===== src/shared/cantmc_pkg.sv =====
package cantmc_pkg;

    // Chip operating mode codes on the chip mode field.
    localparam logic [2:0] CHIP_NORMAL   = 3'h7;
    localparam logic [2:0] CHIP_STANDBY  = 3'h4;
    localparam logic [2:0] CHIP_SLEEP    = 3'h1;
    localparam logic [2:0] CHIP_RESET    = 3'h3;
    localparam logic [2:0] CHIP_FAILSAFE = 3'h2;
    localparam logic [2:0] CHIP_OFF      = 3'h0;
    localparam logic [2:0] CHIP_OVERTEMP = 3'h5;
    localparam logic [2:0] CHIP_FORCED   = 3'h6;

    // Transceiver mode field codes.
    localparam logic [1:0] XMODE_OFFLINE   = 2'h0;
    localparam logic [1:0] XMODE_ACTIVE_UV = 2'h1;
    localparam logic [1:0] XMODE_ACTIVE_NU = 2'h2;
    localparam logic [1:0] XMODE_LISTEN    = 2'h3;

    // Bus silence timeout in microseconds and the matching clock count at 100 MHz.
    localparam int          CLK_PERIOD_NS      = 10;
    localparam int          SILENCE_TIMEOUT_US = 1000;
    localparam int          SILENCE_CYCLES     = SILENCE_TIMEOUT_US * 1000 / CLK_PERIOD_NS;
    localparam int          SILENCE_CNT_W      = 17;

    // Transceiver states, one-hot.
    typedef enum logic [3:0] {
        XS_OFFLINE = 4'h1,
        XS_BIAS    = 4'h2,
        XS_LISTEN  = 4'h4,
        XS_ACTIVE  = 4'h8
    } cantmc_state_type;

    localparam cantmc_state_type XS_RESET_STATE = XS_OFFLINE;

endpackage : cantmc_pkg


===== src/hw/cantmc_ctrl.sv =====
`timescale 1ns/100ps
// Overview of operation
// - Normal mode: state follows transceiver mode field.
// - Sleep, and Standby with field other than 11: Offline or Offline Bias by activity.
// - Field 01 and 10 request Active.
// - Field 01: supply undervoltage leaves Active.
// - Field 10: ignore supply UV until reset.
// - Active needs Normal with active field, or Forced Normal (any field), supply ok.
// - Forced Normal, supply ok: Active.
// - Transmit pin low blocks Active; Listen-only.
// - Status bit shows transceiver ready.
// - Listen-only: transmitter off, receiver, bias on.
// - Normal/Standby with field 11: Listen-only.
// - Forced Normal, supply undervoltage: Listen-only.
// - Hold Listen-only on low pin or UV.
// - Offline: wake watch if enabled, ground bias.
// - Offline with bus activity goes Offline Bias.
// - Offline Bias returns after silence timeout.
// - Exit conditions to Offline via Bias if busy.
// - Inactive transceiver with activity: autonomous bias.
// - Off/Overtemp to Reset forces Offline.
module cantmc_ctrl #(
    parameter int SILENCE_CYCLES = cantmc_pkg::SILENCE_CYCLES
) (
    // Clock and reset.
    input  wire logic       i_clk_sys,
    input  wire logic       i_reset,
    // Chip mode and software settings.
    input  wire logic [2:0] i_chip_mode_field,
    input  wire logic [1:0] i_transceiver_mode_field,
    input  wire logic       i_bus_wake_enable,
    // Supply indications.
    input  wire logic       i_transceiver_supply_uv,
    input  wire logic       i_supply1_below_reset_threshold,
    // Host transmit pin and bus activity.
    input  wire logic       i_transmit_data_pin,
    input  wire logic       i_bus_edge,
    // Transceiver controls.
    output logic            o_tx_enable,
    output logic            o_rx_enable,
    output logic            o_bias_supply,
    output logic            o_bias_auto,
    output logic            o_bias_ground,
    output logic            o_wake_monitor,
    // Status.
    output logic            o_transceiver_ready,
    output logic [3:0]      o_state
);

    cantmc_pkg::cantmc_state_type state_r;   // Current transceiver state.
    cantmc_pkg::cantmc_state_type state_nxt; // Next transceiver state.
    logic [2:0]                   mode_r;    // Chip mode seen last cycle.
    logic                         silent;    // Bus silent beyond timeout.
    logic                         want_act;  // Conditions call for Active.
    logic                         want_lst;  // Conditions call for Listen-only.
    logic                         tx_r, rx_r, bs_r, ba_r, bg_r, wm_r, rdy_r;
    logic                         tx_nxt, rx_nxt, bs_nxt, ba_nxt, bg_nxt, wm_nxt, rdy_nxt;

    // Silence timer instance.
    cantmc_silence #(
        .SILENCE_CYCLES (SILENCE_CYCLES)
    ) u_silence (
        .i_clk_sys  (i_clk_sys),
        .i_reset    (i_reset),
        .i_bus_edge (i_bus_edge),
        .o_silent   (silent)
    );

    // Decide which online state the inputs ask for.
    always_comb begin
        want_act = 1'b0;
        want_lst = 1'b0;
        if (i_chip_mode_field == cantmc_pkg::CHIP_NORMAL) begin
            if (i_transceiver_mode_field == cantmc_pkg::XMODE_ACTIVE_UV) begin
                // Undervoltage detection enabled for this setting.
                want_act = !i_transceiver_supply_uv;
                want_lst = i_transceiver_supply_uv && state_r == cantmc_pkg::XS_LISTEN;
            end else if (i_transceiver_mode_field == cantmc_pkg::XMODE_ACTIVE_NU) begin
                // Undervoltage ignored; only the supply1 reset threshold ends it.
                want_act = !i_supply1_below_reset_threshold;
            end else if (i_transceiver_mode_field == cantmc_pkg::XMODE_LISTEN) begin
                want_lst = 1'b1;
            end
        end else if (i_chip_mode_field == cantmc_pkg::CHIP_FORCED) begin
            want_act = !i_transceiver_supply_uv;
            want_lst = i_transceiver_supply_uv;
        end else if (i_chip_mode_field == cantmc_pkg::CHIP_STANDBY) begin
            want_lst = i_transceiver_mode_field == cantmc_pkg::XMODE_LISTEN;
        end
        // A low transmit pin turns any Active request into Listen-only.
        if (want_act && !i_transmit_data_pin) begin
            want_act = 1'b0;
            want_lst = 1'b1;
        end
    end

    // Next state: online states from the request, else Offline family.
    always_comb begin
        state_nxt = state_r;
        if ((mode_r == cantmc_pkg::CHIP_OFF || mode_r == cantmc_pkg::CHIP_OVERTEMP)
            && i_chip_mode_field == cantmc_pkg::CHIP_RESET) begin
            state_nxt = cantmc_pkg::XS_OFFLINE;
        end else if (want_act) begin
            state_nxt = cantmc_pkg::XS_ACTIVE;
        end else if (want_lst) begin
            state_nxt = cantmc_pkg::XS_LISTEN;
        end else begin
            case (state_r)
                cantmc_pkg::XS_ACTIVE, cantmc_pkg::XS_LISTEN: begin
                    // Leaving online: pass through Bias unless bus already silent.
                    state_nxt = silent ? cantmc_pkg::XS_OFFLINE
                                       : cantmc_pkg::XS_BIAS;
                end
                cantmc_pkg::XS_OFFLINE: begin
                    if (i_bus_edge) begin
                        state_nxt = cantmc_pkg::XS_BIAS;
                    end
                end
                cantmc_pkg::XS_BIAS: begin
                    if (silent && !i_bus_edge) begin
                        state_nxt = cantmc_pkg::XS_OFFLINE;
                    end
                end
                default: begin
                    state_nxt = cantmc_pkg::XS_OFFLINE;
                end
            endcase
        end
    end

    // Output decode from the next state so outputs come from flops.
    always_comb begin
        tx_nxt  = state_nxt == cantmc_pkg::XS_ACTIVE;
        rx_nxt  = state_nxt == cantmc_pkg::XS_ACTIVE || state_nxt == cantmc_pkg::XS_LISTEN;
        // Listen-only keeps receiver and supply bias with transmitter off.
        bs_nxt  = rx_nxt;
        ba_nxt  = state_nxt == cantmc_pkg::XS_BIAS;
        bg_nxt  = state_nxt == cantmc_pkg::XS_OFFLINE;
        wm_nxt  = (state_nxt == cantmc_pkg::XS_OFFLINE || state_nxt == cantmc_pkg::XS_BIAS)
                  && i_bus_wake_enable;
        rdy_nxt = tx_nxt;
    end

    // State and output registers.
    always_ff @(posedge i_clk_sys) begin
        if (i_reset) begin
            state_r <= cantmc_pkg::XS_RESET_STATE;
            mode_r  <= cantmc_pkg::CHIP_OFF;
            tx_r    <= 1'b0;
            rx_r    <= 1'b0;
            bs_r    <= 1'b0;
            ba_r    <= 1'b0;
            bg_r    <= 1'b1;
            wm_r    <= 1'b0;
            rdy_r   <= 1'b0;
        end else begin
            state_r <= state_nxt;
            mode_r  <= i_chip_mode_field;
            tx_r    <= tx_nxt;
            rx_r    <= rx_nxt;
            bs_r    <= bs_nxt;
            ba_r    <= ba_nxt;
            bg_r    <= bg_nxt;
            wm_r    <= wm_nxt;
            rdy_r   <= rdy_nxt;
        end
    end

    // Port drives.
    assign o_tx_enable         = tx_r;
    assign o_rx_enable         = rx_r;
    assign o_bias_supply       = bs_r;
    assign o_bias_auto         = ba_r;
    assign o_bias_ground       = bg_r;
    assign o_wake_monitor      = wm_r;
    assign o_transceiver_ready = rdy_r;
    assign o_state             = state_r;

    AST_NO_ACTIVE_TXLOW: assert property (@(posedge i_clk_sys) disable iff (i_reset)
        (!i_transmit_data_pin && !$past(i_transmit_data_pin)) |-> !o_tx_enable)
        else $error("Transmitter enabled while transmit pin low.");

    AST_NORMAL_ACTIVE: assert property (@(posedge i_clk_sys) disable iff (i_reset)
        (i_chip_mode_field == cantmc_pkg::CHIP_NORMAL && i_transmit_data_pin
         && i_transceiver_mode_field == cantmc_pkg::XMODE_ACTIVE_NU
         && !i_supply1_below_reset_threshold) |=> o_tx_enable)
        else $error("Active not entered for field 10.");

    AST_UV_LEAVES: assert property (@(posedge i_clk_sys) disable iff (i_reset)
        (i_transceiver_mode_field == cantmc_pkg::XMODE_ACTIVE_UV && i_transceiver_supply_uv)
        |=> !o_tx_enable)
        else $error("Active kept under supply undervoltage.");

    AST_LISTEN_FIELD: assert property (@(posedge i_clk_sys) disable iff (i_reset)
        (i_chip_mode_field == cantmc_pkg::CHIP_STANDBY
         && i_transceiver_mode_field == cantmc_pkg::XMODE_LISTEN)
        |=> (o_rx_enable && !o_tx_enable && o_bias_supply))
        else $error("Listen-only not entered in Standby.");

    AST_FORCED_UV: assert property (@(posedge i_clk_sys) disable iff (i_reset)
        (i_chip_mode_field == cantmc_pkg::CHIP_FORCED && i_transceiver_supply_uv)
        |=> (o_state == 4'h4))
        else $error("Forced Normal undervoltage not Listen-only.");

    AST_SLEEP_OFFLINE: assert property (@(posedge i_clk_sys) disable iff (i_reset)
        (i_chip_mode_field == cantmc_pkg::CHIP_SLEEP) |=> !o_rx_enable)
        else $error("Online state in Sleep mode.");

    AST_OFFLINE_TO_BIAS: assert property (@(posedge i_clk_sys) disable iff (i_reset)
        (state_r == cantmc_pkg::XS_OFFLINE && i_bus_edge
         && i_chip_mode_field == cantmc_pkg::CHIP_SLEEP && mode_r == cantmc_pkg::CHIP_SLEEP)
        |=> o_bias_auto)
        else $error("Bus activity did not raise bias.");

    AST_READY_MATCH: assert property (@(posedge i_clk_sys) disable iff (i_reset)
        o_transceiver_ready == (o_state == 4'h8))
        else $error("Ready status disagrees with state.");

    AST_GROUND_OFFLINE: assert property (@(posedge i_clk_sys) disable iff (i_reset)
        o_bias_ground |-> (o_state == 4'h1 && !o_bias_auto))
        else $error("Ground bias outside Offline.");

    COV_ACTIVE: cover property (@(posedge i_clk_sys) o_tx_enable);
    COV_LISTEN: cover property (@(posedge i_clk_sys) o_rx_enable && !o_tx_enable);
    COV_BIAS_TO_OFF: cover property (@(posedge i_clk_sys) o_bias_auto ##1 o_bias_ground);

endmodule : cantmc_ctrl


===== src/hw/cantmc_silence.sv =====
`timescale 1ns/100ps
// Bus silence timer: counts cycles since the last bus edge.
module cantmc_silence #(
    parameter int SILENCE_CYCLES = cantmc_pkg::SILENCE_CYCLES
) (
    // Clock and reset.
    input  wire logic i_clk_sys,
    input  wire logic i_reset,
    // Bus edge pulse from the receiver.
    input  wire logic i_bus_edge,
    // High once the bus has been silent longer than the timeout.
    output logic      o_silent
);

    logic [cantmc_pkg::SILENCE_CNT_W-1:0] cnt_r;   // Cycles since last edge.
    logic [cantmc_pkg::SILENCE_CNT_W-1:0] cnt_nxt; // Next counter value.
    logic                                 sil_r;   // Timeout reached flag.
    logic                                 sil_nxt; // Next flag value.

    // Counter clears on every edge and saturates at the terminal count.
    always_comb begin
        cnt_nxt = cnt_r;
        sil_nxt = sil_r;
        if (i_bus_edge) begin
            cnt_nxt = '0;
            sil_nxt = 1'b0;
        end else if (cnt_r >= cantmc_pkg::SILENCE_CNT_W'(SILENCE_CYCLES)) begin
            sil_nxt = 1'b1;
        end else begin
            cnt_nxt = cnt_r + 1'b1;
        end
    end

    // Registers; the bus is taken as not silent after reset.
    always_ff @(posedge i_clk_sys) begin
        if (i_reset) begin
            cnt_r <= '0;
            sil_r <= 1'b0;
        end else begin
            cnt_r <= cnt_nxt;
            sil_r <= sil_nxt;
        end
    end

    assign o_silent = sil_r;

    AST_SILENCE_CLEARS: assert property (@(posedge i_clk_sys) disable iff (i_reset)
        i_bus_edge |=> !o_silent)
        else $error("Silence flag not cleared by a bus edge.");

endmodule : cantmc_silence


===== config.mk =====
export PLATFORM = sky130hd
export DESIGN_NAME = cantmc_ctrl
export DESIGN_NICKNAME = d
export VERILOG_FILES = /design/src/shared/cantmc_pkg.sv /design/src/hw/cantmc_ctrl.sv /design/src/hw/cantmc_silence.sv
export SDC_FILE = /design/constraint.sdc
export NUM_CORES = 1
export LEC_CHECK = 0
export BUFFER_PORTS_ARGS = -buffer_cell sky130_fd_sc_hd__buf_2
export CORE_ASPECT_RATIO = 0.8
export CORE_UTILIZATION = 52
export CTS_BUF_LIST = sky130_fd_sc_hd__clkbuf_8
export DETAILED_ROUTE_END_ITERATION = 7
export GPL_ROUTABILITY_DRIVEN = 0
export PLACE_DENSITY = 0.77
export SLEW_MARGIN = 10
export SYNTH_ARGS = -nofsm -noshare
export SYNTH_HDL_FRONTEND = slang
export SYNTH_SLANG_ARGS = --single-unit

===== constraint.sdc =====
create_clock -name i_clk_sys -period 1.3 [get_ports i_clk_sys]
set_input_delay 0.13 -clock i_clk_sys [delete_from_list [all_inputs] [get_ports i_clk_sys]]
set_output_delay 0.13 -clock i_clk_sys [all_outputs]
set_load 0.02 [all_outputs]

==> run_summary.xml, run 1 <==
<?xml version="1.0" encoding="UTF-8"?>
<metrics>
  <group name="run_status">
    <metric name="run_status" unit="">complete, but fails checks</metric>
    <metric name="violations_in_the_final_reports" unit="">negative setup slack</metric>
  </group>
  <group name="clocking">
    <metric name="tritoncts" unit="">done</metric>
    <metric name="max-clock-path-buffers" unit="">2</metric>
    <metric name="htree_levels" unit="">2</metric>
    <metric name="clock_insertion_delay_worst_skew" unit="ns">0.30</metric>
    <metric name="root_buffer" unit="">clkbuf_8</metric>
    <metric name="cts-hold-fix-buffers" unit="">0</metric>
    <metric name="cts_num_sinks" unit="">30</metric>
    <metric name="cts-buffers-inserted" unit="">5</metric>
    <metric name="clk_pin_slew_worst_paths" unit="ns">0.07</metric>
  </group>
  <group name="sta">
    <metric name="worst_pin_slew" unit="ns">0.519</metric>
    <metric name="holdWs" unit="ns">0.104</metric>
    <metric name="hold_violations_final" unit="">0</metric>
    <metric name="clock-skew-final" unit="ns">0.00737</metric>
    <metric name="postLayoutSetupSlackWorst" unit="ns">-0.359</metric>
    <metric name="final_max_slew_viol_count" unit="">0</metric>
    <metric name="grt_setup_unrepaired" unit="">true</metric>
    <metric name="final.period_utilization" unit="">1.28</metric>
    <metric name="fin_crit" unit="ns">1.66</metric>
    <metric name="clock.fmax" unit="GHz">0.603</metric>
    <metric name="setup-violations-final" unit="">23</metric>
    <metric name="setup_total_negative_slack" unit="ns">-4.27</metric>
    <metric name="max-slew-margin-rel" unit="">0.653</metric>
  </group>
  <group name="drt">
    <metric name="drc_errors" unit="">0</metric>
    <metric name="via_count" unit="">1530</metric>
    <metric name="route.detailed.vias_per_inst" unit="">5.95</metric>
    <metric name="wirelength" unit="um">4680</metric>
    <metric name="detail-route-antenna-nets" unit="">0</metric>
    <metric name="drt_first_pass_iters" unit="">4</metric>
    <metric name="drt_iter0_markers" unit="">144</metric>
    <metric name="wl_per_cell" unit="um">18.2</metric>
  </group>
  <group name="critical_path">
    <metric name="critPathLaunchType" unit="">flop</metric>
    <metric name="startpoint" unit="">u_silence.cnt_r[12]$_SDFFE_PP0N_</metric>
    <metric name="worst-path-max-fanout" unit="">7</metric>
    <metric name="crit_path_end_kind" unit="">flop</metric>
    <metric name="worstPathRequired" unit="ns">1.46</metric>
    <metric name="worst-setup-path-type" unit="">flop to flop</metric>
    <metric name="r2r_start" unit="">u_silence.cnt_r[12]$_SDFFE_PP0N_</metric>
    <metric name="arrival" unit="ns">1.82</metric>
  </group>
  <group name="synth">
    <metric name="per_instance_average_area_after_synthesis" unit="um^2">8.89</metric>
    <metric name="synth.top_cell.area_share" unit="">0.417</metric>
    <metric name="synth_top_area_cell" unit="">dfxtp_1</metric>
    <metric name="synth-warning-count" unit="">0</metric>
    <metric name="synthesized_area" unit="um^2">1440</metric>
    <metric name="post_synth_num_cell_types" unit="">38</metric>
    <metric name="postSynthNetCount" unit="">176</metric>
    <metric name="postSynthCellCount" unit="">162</metric>
    <metric name="netlist_top_cells_area" unit="">dfxtp_1, xnor2_1, nor2_1</metric>
    <metric name="synth-seq-area-share" unit="">0.417</metric>
    <metric name="postSynthRegisterBits" unit="">30</metric>
  </group>
  <group name="layout">
    <metric name="finalNonFillerCells" unit="">257</metric>
    <metric name="layout-drive-gt1-share" unit="">0.507</metric>
    <metric name="final_net_count" unit="">234</metric>
    <metric name="antenna_cells" unit="">0</metric>
    <metric name="area_growth" unit="%">50.4</metric>
    <metric name="fin_area" unit="um^2">2170</metric>
  </group>
  <group name="die">
    <metric name="placementRows" unit="">16</metric>
    <metric name="dieHeight" unit="um">49.1</metric>
    <metric name="start_util" unit="">0.566</metric>
    <metric name="dieArea" unit="um^2">2990</metric>
    <metric name="fp.coreArea" unit="um^2">2540</metric>
    <metric name="die-width" unit="um">60.8</metric>
    <metric name="pin_count" unit="">23</metric>
  </group>
  <group name="global_route">
    <metric name="grt-ovfl-total" unit="">0</metric>
    <metric name="grt_start_max_net_pins" unit="">19</metric>
    <metric name="via_count_of_the_first_global_routing_pass" unit="">1488</metric>
    <metric name="track_usage" unit="">0.329</metric>
    <metric name="gr-usage-met3" unit="">0.0955</metric>
    <metric name="met2_track_utilization_from_global_routing" unit="">0.522</metric>
    <metric name="grt_pass1_wl" unit="um">6920</metric>
    <metric name="gr-usage-met1" unit="">0.379</metric>
    <metric name="grt_antenna_before_repair" unit="">0</metric>
    <metric name="grt_busiest_layer" unit="">met2</metric>
  </group>
  <group name="power">
    <metric name="p_total" unit="W">0.00200</metric>
    <metric name="power_density" unit="nW/um^2">923</metric>
    <metric name="total_leakage_power" unit="nW">0.873</metric>
    <metric name="peakVddDrop" unit="mV">0.950</metric>
  </group>
  <group name="hold_path">
    <metric name="hold_class" unit="">primary input to flop</metric>
    <metric name="holdCritStartpoint" unit="">i_transmit_data_pin</metric>
  </group>
  <group name="placed_design">
    <metric name="numPlacedInstances" unit="">243</metric>
    <metric name="port_buffers" unit="">22</metric>
    <metric name="placedInstanceArea" unit="um^2">1840</metric>
    <metric name="hpwl" unit="um">2600</metric>
  </group>
  <group name="job">
    <metric name="cap_violations" unit="">0</metric>
  </group>
</metrics>
==> metal layers <==
metal | routed length, um | up-vias
met5 | 0 | -
met4 | 293 | 0
met3 | 346 | 31
met2 | 2230 | 86
met1 | 1810 | 726
li1 | - | 687
==> through the flow <==
step | setup WS (ns) | util
3_3_place_gp | -0.253 | 0.722
2_1_floorplan | -0.0944 | -
4_1_cts | -0.238 | 0.803
3_5_place_dp | -0.300 | 0.722
6_report | -0.359 | 0.852
5_1_grt | -0.408 | 0.852
==> final cells by class <==
class | count | area [um^2]
multi-input cells | 119 | 962
fillers | 131 | 377
repair buffers | 58 | 417
well taps | 36 | 45.0
inverters | 6 | 22.5
clock inverters | 2 | 12.5
flip-flops and latches | 30 | 624
clock buffers | 6 | 82.6
==> sequential cells by signal, indices dropped and copies added, names as in the netlist <==
signal / cells
o_transceiver_ready: 1
u_silence.cnt_r: 17
mode_r: 3
u_silence.o_silent: 1
o_wake_monitor: 1
o_bias_ground: 1
o_bias_supply: 1
o_state: 4
o_bias_auto: 1
==> worst max-delay path, stage by stage, from the launching register on <==
cell      delay [ns]
dfxtp_2         0.34
nor4_4          0.33
o21ai_4         0.18
buf_4           0.18
a211oi_2        0.26
xnor2_1         0.16
nor2_1          0.08
==> cell usage after synthesis, drive strengths merged <==
cell type	number
clkbuf	3
nor4b	1
nand4	2
buf	5
nor3b	3
nor2b	3
nor2	19
or4	1
a211oi	3
and2	1
a2111oi	1
nand3b	1
inv	6
a21o	4
o21ai	5
nand2	12
nand3	10
dfxtp	30
a21oi	12
xnor2	13
a41o	1
and4	2
a21boi	1
o41ai	2
and3	5
nor3	5
a31oi	2
o211ai	2
or2	1
and3b	2
nor4	1
o31ai	1
ha	2
==> where the power goes <==
group	internal (W)	leakage [nW]	switching (W)
sequential	0.000945	0.251	0.0000209
clock	0.000424	0.0472	0.000369
combinational	0.0000999	0.575	0.000139
total	0.00147	0.873	0.000529
==> path summary, 6_finish.rpt <==
kind | end | slack (ns) | cells after the start
min | o_state[3]$_SDFF_PP0_ | 0.10 | 3
max | u_silence.cnt_r[12]$_SDFFE_PP0N_ | -0.36 | 6
min reg2reg | u_silence.cnt_r[16]$_SDFFE_PP0N_ | 0.53 | 2
max reg2reg | u_silence.cnt_r[12]$_SDFFE_PP0N_ | -0.36 | 6
==> layout by cell type, fill, tap and decap left out, drive strengths merged, types with 2 or more instances in the layout <==
master  count
clkbuf      6
a31oi       2
nor3b       3
a21oi      13
nor2b       3
o21ai       5
nor2       19
nand2      12
buf        58
and3        5
a21o        4
and3b       2
a211oi      3
ha          2
inv         6
nor3        5
dfxtp      30
o211ai      2
nand4       2
xnor2      13
nand3      10
o41ai       2
and4        2
==> what timing repair did <==
item / CTS / global route
gates cloned: 1 / 0
setup buffers: 2 / 3
gates resized for setup: 21 / 22
pin swaps: 13 / 17
setup endpoints to repair: 24 / 25
==> cells by family after synthesis <==
logic type      after synthesis  share of synthesized area
simple gates                 69                      0.254
fa+ha+maj                     2                     0.0174
buf+inv                      14                     0.0521
xor+xnor                     13                     0.0791
compound gates               34                      0.181
flops                        30                      0.417
Note: power is estimated with default switching activity, not from simulation.
==> run 2, diff against run 1 <==
CORE_UTILIZATION = 53   (was 52)
PLACE_DENSITY = 0.75   (was 0.77)
SKIP_CTS_REPAIR_TIMING = 1   (was not set)
clock period = 1.76 ns   (was 1.3 ns; I/O delays follow)
==> run_summary.xml, run 2 (synthesis gave the netlist of run 1 again) <==
<?xml version="1.0" encoding="UTF-8"?>
<metrics>
  <group name="critical_path">
    <metric name="arrival" unit="ns">1.83</metric>
    <metric name="worstPathRequired" unit="ns">1.93</metric>
    <metric name="critical_path.reg2reg.endpoint" unit="">u_silence.cnt_r[9]$_SDFFE_PP0N_</metric>
    <metric name="critPathLaunchType" unit="">flop</metric>
    <metric name="timing.reg2reg.worst_path_depth" unit="">5</metric>
    <metric name="timing.reg2reg.setup_slack" unit="ns">0.10</metric>
    <metric name="worst-setup-path-type" unit="">flop to flop</metric>
    <metric name="worst-path-max-fanout" unit="">9</metric>
    <metric name="r2r_start" unit="">u_silence.cnt_r[5]$_SDFFE_PP0N_</metric>
    <metric name="max_stage_delay" unit="ns">0.40</metric>
    <metric name="slowest_stage" unit="">dfxtp_1</metric>
    <metric name="crit_chain" unit="">and4_1, nand4_1, a21oi_4, a31oi_1, a41o_1</metric>
    <metric name="crit_path_end_kind" unit="">flop</metric>
  </group>
  <group name="sta">
    <metric name="hold_violations_final" unit="">0</metric>
    <metric name="setup_total_negative_slack" unit="ns">0</metric>
    <metric name="final_max_slew_viol_count" unit="">0</metric>
    <metric name="worst_pin_slew" unit="ns">0.520</metric>
    <metric name="grt_setup_unrepaired" unit="">false</metric>
    <metric name="postLayoutSetupSlackWorst" unit="ns">0.101</metric>
    <metric name="clock-skew-final" unit="ns">0.00924</metric>
    <metric name="clock.fmax" unit="GHz">0.603</metric>
    <metric name="final.period_utilization" unit="">0.942</metric>
    <metric name="setup-violations-final" unit="">0</metric>
    <metric name="max-slew-margin-rel" unit="">0.650</metric>
    <metric name="fin_crit" unit="ns">1.66</metric>
  </group>
  <group name="layout">
    <metric name="register_bank_with_the_most_flops" unit="">u_silence.cnt_r</metric>
    <metric name="antenna_cells" unit="">0</metric>
    <metric name="n_fill_cell" unit="">196</metric>
    <metric name="mostFrequentLayoutCells" unit="">dfxtp_1, buf_2, nor2_1, xnor2_1, nand2_1</metric>
    <metric name="final_net_count" unit="">204</metric>
    <metric name="mostFrequentLayoutCell" unit="">dfxtp_1</metric>
    <metric name="layout-drive-gt1-share" unit="">0.241</metric>
    <metric name="area_growth" unit="%">21.6</metric>
    <metric name="flip_flop_count_of_the_largest_register_all_copies_and_words_added" unit="">17</metric>
  </group>
  <group name="clocking">
    <metric name="max-clock-path-buffers" unit="">2</metric>
    <metric name="clock_insertion_delay_worst_skew" unit="ns">0.29</metric>
    <metric name="tritoncts" unit="">done</metric>
    <metric name="cts_num_sinks" unit="">30</metric>
    <metric name="htree_levels" unit="">2</metric>
    <metric name="cts-buffers-inserted" unit="">5</metric>
    <metric name="root_buffer" unit="">clkbuf_8</metric>
    <metric name="clk_pin_slew_worst_paths" unit="ns">0.07</metric>
  </group>
  <group name="drt">
    <metric name="via_count" unit="">1191</metric>
    <metric name="wirelength" unit="um">2710</metric>
    <metric name="drt_iter0_markers" unit="">46</metric>
    <metric name="wl_per_cell" unit="um">11.9</metric>
    <metric name="drc_errors" unit="">0</metric>
    <metric name="route.detailed.vias_per_inst" unit="">5.25</metric>
    <metric name="detail-route-antenna-nets" unit="">0</metric>
    <metric name="drt_first_pass_iters" unit="">4</metric>
  </group>
  <group name="die">
    <metric name="pin_count" unit="">23</metric>
    <metric name="dieArea" unit="um^2">2930</metric>
    <metric name="dieHeight" unit="um">48.6</metric>
    <metric name="start_util" unit="">0.575</metric>
    <metric name="fp.coreArea" unit="um^2">2500</metric>
    <metric name="die-width" unit="um">60.3</metric>
    <metric name="placementRows" unit="">16</metric>
  </group>
  <group name="power">
    <metric name="pwr-share-comb" unit="">0.077</metric>
    <metric name="total_leakage_power" unit="nW">0.687</metric>
    <metric name="power_density" unit="nW/um^2">974</metric>
    <metric name="netSwitchingFraction" unit="">0.205</metric>
    <metric name="net_switching_power" unit="W">0.000350</metric>
    <metric name="seq_pwr_share" unit="">0.419</metric>
    <metric name="peakVddDrop" unit="mV">0.865</metric>
    <metric name="relative_contribution_of_the_clock_network_to_total_power" unit="">0.504</metric>
    <metric name="intPower" unit="W">0.00136</metric>
  </group>
  <group name="placed_design">
    <metric name="port_buffers" unit="">22</metric>
    <metric name="hpwl" unit="um">2030</metric>
    <metric name="detailedPlace.worstSlack" unit="ns">0.0250</metric>
  </group>
  <group name="run_status">
    <metric name="run_status" unit="">finished, final reports clean</metric>
  </group>
  <group name="hold_path">
    <metric name="holdPathEnd" unit="">o_wake_monitor$_SDFF_PP0_</metric>
    <metric name="cell_depth_of_the_worst_min_delay_path" unit="">2</metric>
    <metric name="hold_class" unit="">primary input to flop</metric>
    <metric name="holdCritStartpoint" unit="">i_bus_wake_enable</metric>
  </group>
  <group name="global_route">
    <metric name="grt_pass1_wl" unit="um">4710</metric>
    <metric name="track_usage" unit="">0.224</metric>
    <metric name="via_count_of_the_first_global_routing_pass" unit="">1102</metric>
    <metric name="grt_antenna_before_repair" unit="">0</metric>
    <metric name="grt-ovfl-total" unit="">0</metric>
    <metric name="grt_start_max_net_pins" unit="">19</metric>
  </group>
  <group name="job">
    <metric name="cap_violations" unit="">0</metric>
  </group>
</metrics>
[run 2: cell count changes in the layout (fill, tap and decap cells not counted), moves of 3 or more]
cell,before,now
dfxtp_2,10,0
a21oi_2,5,0
o21ai_0,1,4
buf_6,3,0
nor3_1,2,5
a21oi_1,6,11
dfxtp_1,17,30
buf_4,31,7
dfxtp_4,3,0
[run 2: worst max-delay path: cells and delay by family, from the launching register on]
family	cells	cell delay, ns
AO/OA/AOI/OAI	3	0.61
flip-flops	1	0.40
AND/OR/NAND/NOR	2	0.54
[run 2: area by class of cell]
type                       instances  area, um^2  area share
multi-input combinational        118         778       0.444
clock inverter                     2        60.1      0.0343
clock buffer                       6        82.6      0.0471
sequential                        30         601       0.343
timing repair buffer              29         163      0.0929
inverter                           6        22.5      0.0129
tap                               36        45.0      0.0257
[run 2: power groups by stage]
stage,sequential [W],clock (W),combinational [W]
CTS,0.000714,0.000880,0.000131
floorplan,0.000748,0,0.0000599
finish,0.000714,0.000860,0.000132
global route,0.000718,0.000910,0.000146
detailed placement,0.000728,0,0.000130
global placement,0.000727,0,0.000126
[run 2: metrics by stage]
step	hold WS [ns]	total power (W)	cells	cell area, um^2	util
2_1_floorplan	0.248	0.000808	162	1440	-
4_1_cts	0.133	0.00172	227	1740	0.695
3_5_place_dp	0.429	0.000858	219	1600	0.638
3_3_place_gp	0.422	0.000854	219	1600	0.638
6_report	0.137	0.00171	227	1750	0.700
5_1_grt	0.145	0.00177	227	1750	0.700
[run 2: how the worst max path moves through the flow]
stage	startpoint	endpoint	slack, ns	cells past startpoint
floorplan	o_state[2]$_SDFF_PP0_	o_wake_monitor$_SDFF_PP0_	0.27	5
global placement	u_silence.cnt_r[8]$_SDFFE_PP0N_	u_silence.cnt_r[11]$_SDFFE_PP0N_	0.10	5
finish	u_silence.cnt_r[5]$_SDFFE_PP0N_	u_silence.cnt_r[9]$_SDFFE_PP0N_	0.10	5
global route	u_silence.cnt_r[11]$_SDFFE_PP0N_	u_silence.cnt_r[14]$_SDFFE_PP0N_	0.002	5
CTS	u_silence.cnt_r[8]$_SDFFE_PP0N_	u_silence.cnt_r[13]$_SDFFE_PP0N_	0.01	5
detailed placement	u_silence.cnt_r[8]$_SDFFE_PP0N_	u_silence.cnt_r[13]$_SDFFE_PP0N_	0.02	5
[run 2: layer usage]
layer	part of all wire	wire [um]	track usage
met5	0	0	0
met1	0.51	1390	0.295
met4	0.027	74	0.140
met3	0.039	105	0.0642
met2	0.42	1140	0.317
